===== config.mk =====
export PLATFORM = sky130hd
export DESIGN_NAME = ac_output_channel_control
export DESIGN_NICKNAME = d
export VERILOG_FILES = /design/src/ac_out_pkg.sv /design/src/ac_output_channel_control.sv
export SDC_FILE = /design/constraint.sdc
export NUM_CORES = 2
export LEC_CHECK = 0
export BUFFER_PORTS_ARGS = -buffer_cell sky130_fd_sc_hd__buf_2
export CORE_MARGIN = 5
export CORE_UTILIZATION = 40
export DETAILED_ROUTE_END_ITERATION = 16
export SLEW_MARGIN = 20
export SYNTH_ARGS = -nofsm -noshare
export SYNTH_HDL_FRONTEND = slang
export SYNTH_SLANG_ARGS = --single-unit

===== constraint.sdc =====
create_clock -name mclk_in -period 8.5 [get_ports mclk_in]
set_clock_uncertainty 0.1 [all_clocks]
set_input_delay 1.7 -clock mclk_in [delete_from_list [all_inputs] [get_ports mclk_in]]
set_output_delay 1.7 -clock mclk_in [all_outputs]
set_load 0.01 [all_outputs]

===== src/ac_out_pkg.sv =====
package ac_out_pkg;
	// clock and time base
	localparam int unsigned CLK_HZ = 50_000_000;
	localparam int unsigned TICK_US = 100;
	localparam int unsigned TICK_CYCLES = CLK_HZ / 1_000_000 * TICK_US;
	// process value range: 0..1000 is 0..100 % in 0.1 % steps
	localparam logic [15:0] PV_FULL = 16'h03e8;
	localparam int unsigned PV_W = 16;
	// filter accumulator: fraction bits give full resolution on the slope
	localparam int unsigned FRAC_W = 16;
	localparam int unsigned ACC_W = PV_W + FRAC_W;
	// startup delay times in ms, index by code
	localparam int unsigned DLY_MS_100 = 100;
	localparam int unsigned DLY_MS_1S = 1000;
	localparam int unsigned DLY_MS_2S = 2000;
	localparam int unsigned DLY_MS_3S = 3000;
	localparam int unsigned DLY_MS_4S = 4000;
	localparam int unsigned DLY_MS_5S = 5000;
	localparam int unsigned DLY_MS_10S = 10000;
	// filter times in ms
	localparam int unsigned FLT_MS_500 = 500;
	localparam int unsigned FLT_MS_1S = 1000;
	localparam int unsigned FLT_MS_5S = 5000;
	localparam int unsigned FLT_MS_10S = 10000;
	localparam int unsigned FLT_MS_30S = 30000;
	localparam int unsigned FLT_MS_60S = 60000;
	localparam int unsigned TICKS_PER_MS = 1000 / TICK_US;
	// reset values
	localparam logic [15:0] SUBST_RST = 16'h0000;

	typedef enum logic [1:0] {
		STOP_OFF = 2'h0,
		STOP_KEEP = 2'h1,
		STOP_SUBST = 2'h2
	} stop_react_e;

	typedef enum logic [2:0] {
		DLY_NONE = 3'h0,
		DLY_100MS = 3'h1,
		DLY_1S = 3'h2,
		DLY_2S = 3'h3,
		DLY_3S = 3'h4,
		DLY_4S = 3'h5,
		DLY_5S = 3'h6,
		DLY_10S = 3'h7
	} start_dly_e;

	typedef enum logic [2:0] {
		FLT_NONE = 3'h0,
		FLT_500MS = 3'h1,
		FLT_1S = 3'h2,
		FLT_5S = 3'h3,
		FLT_10S = 3'h4,
		FLT_30S = 3'h5,
		FLT_60S = 3'h6
	} filt_time_e;

	// per-channel configuration
	typedef struct packed {
		logic active;
		logic temp_shutdown;
		logic diag_overflow_en;
		logic diag_wire_break_en;
		stop_react_e stop_react;
		start_dly_e start_dly;
		filt_time_e filt_up;
		filt_time_e filt_down;
		logic [15:0] subst_value;
	} chan_cfg_s;

	// per-channel status
	typedef struct packed {
		logic value_status;
		logic diag_overflow;
		logic diag_wire_break;
		logic diag_overtemp;
		logic delay_running;
	} chan_stat_s;

	// ticks of the 100 us time base for a startup delay code
	function automatic logic [16:0] dly_ticks(input start_dly_e d);
		unique case (d)
			DLY_NONE: dly_ticks = 17'h0;
			DLY_100MS: dly_ticks = 17'(DLY_MS_100 * TICKS_PER_MS);
			DLY_1S: dly_ticks = 17'(DLY_MS_1S * TICKS_PER_MS);
			DLY_2S: dly_ticks = 17'(DLY_MS_2S * TICKS_PER_MS);
			DLY_3S: dly_ticks = 17'(DLY_MS_3S * TICKS_PER_MS);
			DLY_4S: dly_ticks = 17'(DLY_MS_4S * TICKS_PER_MS);
			DLY_5S: dly_ticks = 17'(DLY_MS_5S * TICKS_PER_MS);
			DLY_10S: dly_ticks = 17'(DLY_MS_10S * TICKS_PER_MS);
		endcase
	endfunction

	// slope per tick in fractional units: full scale over filter time
	function automatic logic [ACC_W-1:0] ramp_step(input filt_time_e f);
		logic [ACC_W-1:0] full;
		full = ACC_W'({PV_FULL, FRAC_W'(0)});
		case (f)
			FLT_500MS: ramp_step = full / ACC_W'(FLT_MS_500 * TICKS_PER_MS);
			FLT_1S: ramp_step = full / ACC_W'(FLT_MS_1S * TICKS_PER_MS);
			FLT_5S: ramp_step = full / ACC_W'(FLT_MS_5S * TICKS_PER_MS);
			FLT_10S: ramp_step = full / ACC_W'(FLT_MS_10S * TICKS_PER_MS);
			FLT_30S: ramp_step = full / ACC_W'(FLT_MS_30S * TICKS_PER_MS);
			FLT_60S: ramp_step = full / ACC_W'(FLT_MS_60S * TICKS_PER_MS);
			default: ramp_step = full;
		endcase
	endfunction
endpackage


===== src/ac_output_channel_control.sv =====
`timescale 1ns/1ps
// Contract
// RL1 - overtemperature with shutdown configured deactivates channel
// RL2 - ignore process values until temperature recovers
// RL3 - startup delay 100 ms to 10 s
// RL4 - startup delay applies to substitute values
// RL5 - delay restarts on startup and load return
// RL6 - separate rising and falling filters, 500ms-60s
// RL7 - filter held in reset during delay; the code holds the accumulator at its last value instead
// RL8 - ramp starts from the held value
// RL9 - filter time means full-scale step
// RL10 - independent full-resolution filter per channel
// RL11 - filtering also applies to substitute values
// RL12 - no-filter setting passes changes directly
// RL13 - stop reaction may output substitute value
// RL14 - value status bit 0 when value absent
// RL15 - quality variant always generates value status
// RL16 - deactivated channel not driven
// RL17 - overflow diagnostic when enabled and out-of-range; the code raises it only with phase_control_mode_in set
// RL18 - wire-break diagnostic when enabled and open
// RL19 - controller commands only 0 to 1000
// RL20 - step from filter time, saturate at target
// RL21 - off while inactive, overheated or delaying
module ac_output_channel_control #(
	parameter int unsigned CHANNELS = 4,
	parameter int unsigned TICK_DIV = ac_out_pkg::TICK_CYCLES
) (
	input wire logic mclk_in,
	input wire logic rst_in,
	input wire ac_out_pkg::chan_cfg_s [CHANNELS-1:0] cfg_in,
	input wire logic [CHANNELS-1:0][15:0] process_value_in,
	input wire logic controller_stop_in,
	input wire logic comm_fail_in,
	input wire logic quality_information_bits_in,
	input wire logic value_status_en_in,
	input wire logic phase_control_mode_in,
	input wire logic over_temp_in,
	input wire logic load_voltage_ok_in,
	input wire logic [CHANNELS-1:0] wire_open_in,
	output logic [CHANNELS-1:0][15:0] drive_level_out,
	output ac_out_pkg::chan_stat_s [CHANNELS-1:0] status_out
);
	import ac_out_pkg::*;

	initial begin
		if (CHANNELS < 1 || TICK_DIV < 1) begin
			$error("channel count and tick divider must be at least one");
		end
	end

	// monitor inputs come from analog comparators: two flops each
	// the stop line crosses from the controller side, so it is synchronised too;
	// two cycles of latency are negligible against the tick period
	// only the second flop is read by any logic below
	logic [2:0] mon_meta_reg;
	logic [2:0] mon_sync_reg;
	logic [CHANNELS-1:0] open_meta_reg;
	logic [CHANNELS-1:0] open_sync_reg;
	always_ff @(posedge mclk_in) begin
		mon_meta_reg <= {over_temp_in, load_voltage_ok_in, controller_stop_in};
		mon_sync_reg <= mon_meta_reg;
		open_meta_reg <= wire_open_in;
		open_sync_reg <= open_meta_reg;
	end
	wire over_temp = mon_sync_reg[2];
	wire load_ok = mon_sync_reg[1];
	wire ctrl_stop = mon_sync_reg[0];

	// load return edge and first cycle after reset both restart delays
	logic load_ok_reg;
	logic started_reg;
	always_ff @(posedge mclk_in) begin
		if (rst_in) begin
			load_ok_reg <= 1'b0;
			started_reg <= 1'b0;
		end else begin
			load_ok_reg <= load_ok;
			started_reg <= 1'b1;
		end
	end
	wire restart_delay = !started_reg || (load_ok && !load_ok_reg); // RL5

	// time base: one enable pulse every tick period
	// every delay and ramp counts these pulses, never raw clock cycles,
	// so a smaller divider shortens all timing in proportion
	logic [31:0] div_reg;
	logic tick_reg;
	wire div_end = (div_reg == TICK_DIV - 1);
	always_ff @(posedge mclk_in) begin
		if (rst_in) begin
			div_reg <= 32'h0;
			tick_reg <= 1'b0;
		end else begin
			div_reg <= div_end ? 32'h0 : div_reg + 32'h1;
			tick_reg <= div_end;
		end
	end

	// status generation forced on in the quality variant
	wire vs_enable = quality_information_bits_in || value_status_en_in; // RL15

	genvar ch;
	generate
		for (ch = 0; ch < CHANNELS; ch++) begin : g_chan
			chan_cfg_s cfg;
			assign cfg = cfg_in[ch];

			// startup delay counter per channel, counts ticks
			logic [16:0] dly_reg;
			logic [16:0] dly_next;
			wire delaying = (dly_reg != 17'h0);
			// reload while the load supply is missing, so the delay runs from its return
			wire load_delay = restart_delay || !load_ok;
			// count down one per tick until the delay has fully expired
			wire count_down = tick_reg && delaying;
			// full delay length for the configured code
			wire [16:0] dly_len = dly_ticks(cfg.start_dly);
			always_comb begin
				dly_next = dly_reg;
				if (load_delay) begin
					dly_next = dly_len; // RL3 RL5
				end else if (count_down) begin
					dly_next = dly_reg - 17'h1;
				end
			end
			always_ff @(posedge mclk_in) begin
				if (rst_in) begin
					dly_reg <= 17'h0;
				end else begin
					dly_reg <= dly_next;
				end
			end

			// latched shutdown: cleared only when temperature is valid again
			// set wins over clear, so a hot reading never slips through
			logic shut_reg;
			wire shut_set = over_temp && cfg.temp_shutdown;
			wire shut_clr = !over_temp;
			always_ff @(posedge mclk_in) begin
				if (rst_in) begin
					shut_reg <= 1'b0;
				end else if (shut_set) begin
					shut_reg <= 1'b1; // RL1
				end else if (shut_clr) begin
					shut_reg <= 1'b0; // RL2
				end
			end

			// keep-last-value snapshot taken while the controller runs
			// no snapshot during stop, so the held value is the last good command
			wire snap_en = !ctrl_stop && !comm_fail_in;
			logic [15:0] last_reg;
			always_ff @(posedge mclk_in) begin
				if (rst_in) begin
					last_reg <= 16'h0;
				end else if (snap_en) begin
					last_reg <= process_value_in[ch];
				end
			end

			// target selection: substitute or process value clipped to full scale, or the unclipped held value
			// a communication failure takes the same reaction as a controller stop
			wire in_stop = ctrl_stop || comm_fail_in;
			// overrange commands are clipped here and, with phase_control_mode_in set, flagged by the diagnostic
			wire pv_over = (process_value_in[ch] > PV_FULL);
			wire [15:0] pv_clip = pv_over ? PV_FULL : process_value_in[ch];
			// a substitute value beyond full scale is clipped the same way
			wire subst_over = (cfg.subst_value > PV_FULL);
			wire [15:0] subst_clip = subst_over ? PV_FULL : cfg.subst_value;
			// stop reaction decode; turn-off is the fallback for any other code
			wire react_subst = (cfg.stop_react == STOP_SUBST);
			wire react_keep = (cfg.stop_react == STOP_KEEP);
			wire [15:0] keep_val = react_keep ? last_reg : 16'h0;
			wire [15:0] stop_val = react_subst ? subst_clip : keep_val; // RL13
			// stop values pass through the same filter as process values
			wire [15:0] cmd_val = in_stop ? stop_val : pv_clip; // RL11
			// off forces zero target and zero drive at once; the ramp does not shape the turn-off
			wire blocked = !cfg.active || shut_reg; // RL16 RL1
			wire [15:0] target = blocked ? 16'h0 : cmd_val;

			// linear ramp filter with fractional accumulator
			logic [ACC_W-1:0] acc_reg;
			logic [ACC_W-1:0] acc_next;
			wire [ACC_W-1:0] tgt_acc = {target, FRAC_W'(0)};
			wire rising = tgt_acc > acc_reg;
			wire [ACC_W-1:0] step_up = ramp_step(cfg.filt_up); // RL9 RL20
			wire [ACC_W-1:0] step_dn = ramp_step(cfg.filt_down); // RL9 RL20
			wire [ACC_W-1:0] gap_up = tgt_acc - acc_reg;
			wire [ACC_W-1:0] gap_dn = acc_reg - tgt_acc;
			wire [ACC_W-1:0] gap = rising ? gap_up : gap_dn;
			// jump straight to target when unfiltered or within one step of it,
			// which is what stops the ramp from overshooting
			wire up_direct = (cfg.filt_up == FLT_NONE) || (gap <= step_up);
			wire dn_direct = (cfg.filt_down == FLT_NONE) || (gap <= step_dn);
			// sums prepared here; the down sum only used when gap exceeds the step
			wire [ACC_W-1:0] acc_up = acc_reg + step_up;
			wire [ACC_W-1:0] acc_dn = acc_reg - step_dn;
			// hold during delay, otherwise one step per tick towards the target
			always_comb begin
				acc_next = acc_reg;
				if (delaying) begin
					acc_next = acc_reg; // RL7
				end else if (rising) begin
					if (up_direct) begin
						acc_next = tgt_acc; // RL12 RL20
					end else if (tick_reg) begin
						acc_next = acc_up; // RL8 RL6
					end
				end else begin
					if (dn_direct) begin
						acc_next = tgt_acc; // RL12 RL20
					end else if (tick_reg) begin
						acc_next = acc_dn; // RL6 RL11
					end
				end
			end
			// accumulator keeps its value across a delay so the ramp resumes there
			always_ff @(posedge mclk_in) begin
				if (rst_in) begin
					acc_reg <= '0;
				end else begin
					acc_reg <= acc_next; // RL10
				end
			end

			// drive and status registers
			wire off_now = blocked || delaying; // RL21 RL4
			wire [15:0] drive_next = off_now ? 16'h0 : acc_reg[ACC_W-1:FRAC_W];
			// value counts as present only once the ramp has settled on the command
			wire wire_open = open_sync_reg[ch];
			wire [15:0] acc_int = acc_reg[ACC_W-1:FRAC_W];
			wire settled = (acc_int == cmd_val);
			wire present = !off_now && !wire_open && settled && !pv_over;
			// overflow and wire-break diagnostics raise only when their enable is set; overtemperature has no enable
			wire ovf_flag = phase_control_mode_in && cfg.diag_overflow_en && pv_over; // RL17 RL19
			wire wb_flag = cfg.diag_wire_break_en && wire_open; // RL18
			chan_stat_s stat_next;
			always_comb begin
				stat_next.value_status = vs_enable && present; // RL14
				stat_next.diag_overflow = ovf_flag; // RL17
				stat_next.diag_wire_break = wb_flag; // RL18
				stat_next.diag_overtemp = over_temp;
				stat_next.delay_running = delaying;
			end
			always_ff @(posedge mclk_in) begin
				if (rst_in) begin
					drive_level_out[ch] <= 16'h0;
					status_out[ch] <= '0;
				end else begin
					drive_level_out[ch] <= drive_next;
					status_out[ch] <= stat_next;
				end
			end
		end
	endgenerate
endmodule


==> run metrics <==
DRC Markers=0; HP Class=flip-flop to flip-flop; Core Box Area=102,000 um2; status=completed; Largest register FFs=128; Setup crit end kind=flip-flop; wire per inst=20.4 um; hpwl dp=119,000 um; P_leak=21.4 nW; io pins=285; Final Hold Vio Count=0; # hold bufs at CTS=0; Cell Rows=117; vias per cell=5.88; R2R depth=32; clk buf depth=3; DR iter-0 viols=3,850; die area=109,000 um2; critical path data required time=8.92 ns; Nets=6,658; share of cells above drive strength 1=14.3%; Cell Pwr Density=185 nW/um2; design area=47,800 um2; DRT Pass-1 Iters=5; Post-Syn Nets=6,233; crit share post-route=96.3%; gpl congestion=0.990; hold depth=0; GR Util All Layers=26.3%; Worst path max stage delay=0.52 ns; grt total ovfl=0; VDD IR-drop max=0.000145 V; Yosys reg bits=394; Rel. slew slack=28.0%; TritonCTS Buffers=52; Synth warnings=0; worst-path maximum fanout=6; most frequent CP cell=nor2_1; TNS Setup=0 ns; most common cell after layout, fill and taps aside=nand2_1; Final Slew Violations=0; pin count of the biggest net entering global routing=82; Post-DP Area=45,800 um2; CTS tree=done; Die W=330 um; Tmin final=8.18 ns; Post-synth top flop=dfxtp_1; Worst setup SP type=primary input; Synth-to-Final Area Change=16.9%; WL final=151,000 um; critical path type=primary input to flip-flop; Distinct cells, synth=111; Mapped Cells=5,555; syn_area_per_cell=7.36 um2; vias in the first global route=40,400; DR vias=43,500; Worst-Margin Slew=1.05 ns; Data arrival, critical path=8.60 ns; clk_lat worst skew=0.64 ns; chip height=330 um; Synth Cell Area=40,900 um2; Clock transition at path regs=0.06 ns; Starting Density=40.2%; Post-synth EDFFs=0; Max-cap violations=0; Slowest-stage cell, CP=o41a_1; final core utilization=47.0%; CTS root buf=clkbuf_16; FMAX=122 MHz; fraction of registers with async set/reset=0%; initial antenna violation count=16; clock sinks=394; CTS H-tree lvls=2; fillers=10,300; # port buffers=284; final setup vio count=0; global-route wire length before repair=231,000 um; commonest non-fill, non-tap cells in the layout=nand2_1 (568), a21oi_1 (513), nor2_1 (486), ha_1 (465), dfxtp_1 (394); final antenna-violating net count=0; post-synthesis sequential area ratio=19.3%
-- critical path, delay by kind of cell --
family	cells	cell delay, ns
XOR/XNOR	1	0.17
adder cells (fa/ha/maj)	2	0.47
AND/OR/NAND/NOR	13	2.72
AO/OA/AOI/OAI	9	2.67
buffers and inverters	5	0.86
-- cells in the mapped netlist, types with 39 or more instances --
cell type | n | area (um2)
xnor2_1 | 257 | 2250
or3_1 | 43 | 269
nor2b_1 | 75 | 469
inv_1 | 316 | 1190
a211oi_1 | 141 | 1060
a31oi_1 | 56 | 350
a21oi_1 | 517 | 2590
and3_1 | 67 | 419
nor3_1 | 144 | 721
nor2_1 | 488 | 1830
nand4_1 | 76 | 475
xor2_1 | 140 | 1230
nand3_1 | 136 | 681
ha_1 | 465 | 5820
o21a_1 | 49 | 368
nand2_1 | 568 | 2130
nand2b_1 | 56 | 350
a22oi_1 | 40 | 300
o22ai_1 | 50 | 313
clkbuf_1 | 216 | 811
o31ai_1 | 39 | 293
and2_1 | 48 | 300
o21ai_0 | 269 | 1350
a221oi_1 | 42 | 368
nor4_1 | 124 | 776
dfxtp_1 | 394 | 7890
a21o_1 | 133 | 998
-- per-stage QoR --
step	worst slack, ns	cells	power (mW)	hold WS [ns]
2_1_floorplan	0.0200	5555	4.83	0.210
3_3_place_gp	-0.482	7294	6.24	0.212
3_5_place_dp	-0.589	7294	6.28	0.214
4_1_cts	0.0574	7391	8.79	0.228
5_1_grt	-0.0402	7391	9.35	0.232
6_report	0.317	7398	8.82	0.227
-- metal layers --
metal	vias to the layer above	track usage, %	wire, um
met2	1548	41.8	65500
met3	246	3.70	10900
met5	-	0	28
met1	20500	37.3	69900
met4	6	7.31	4270
li1	21200	-	-
-- report_power, final --
part	internal (mW)	total (mW)	switching [mW]	leakage, nW
logic	1.83	4.35	2.52	17.3
registers	1.91	2.00	0.0889	3.20
clock network	1.48	2.47	0.989	0.914
total	5.22	8.82	3.60	21.4
-- final timing paths --
check | startpoint | end | slack (ns)
worst min register to register | mon_meta_reg[2] | mon_sync_reg[2] | 0.23
worst max register to register | mon_sync_reg[0] | g_chan[0].acc_reg[30] | 1.33
worst max-delay path | process_value_in[59] | g_chan[3].acc_reg[0] | 0.32
worst min-delay path | mon_meta_reg[2] | mon_sync_reg[2] | 0.23
-- area by class of cell --
class	instances	area [um2]	share of cell area [%]
diodes	7	17.5	0.0366
clock buffers	61	1400	2.92
clock inverters	36	483	1.01
inverters	321	1200	2.52
multi-input cells	4564	30800	64.4
flip-flops and latches	394	7890	16.5
well taps	1368	1710	3.58
repair buffers	647	4310	9.01
-- repair_timing --
item | 4_1_cts | 5_1_grt
endpoints found under the setup margin | 0 | 60
resized for setup | 0 | 10
setup buffers | 0 | 0
-- cell families after synthesis --
kind of cell / share of synthesized area (%)
multiplexers: 0.949
AO/OA/AOI/OAI: 27.0
adder cells (fa/ha/maj): 14.9
buffers and inverters: 5.72
XOR/XNOR: 8.56
AND/OR/NAND/NOR: 23.6
flip-flops: 19.3
No activity file was read; power rests on OpenSTA's default activity.
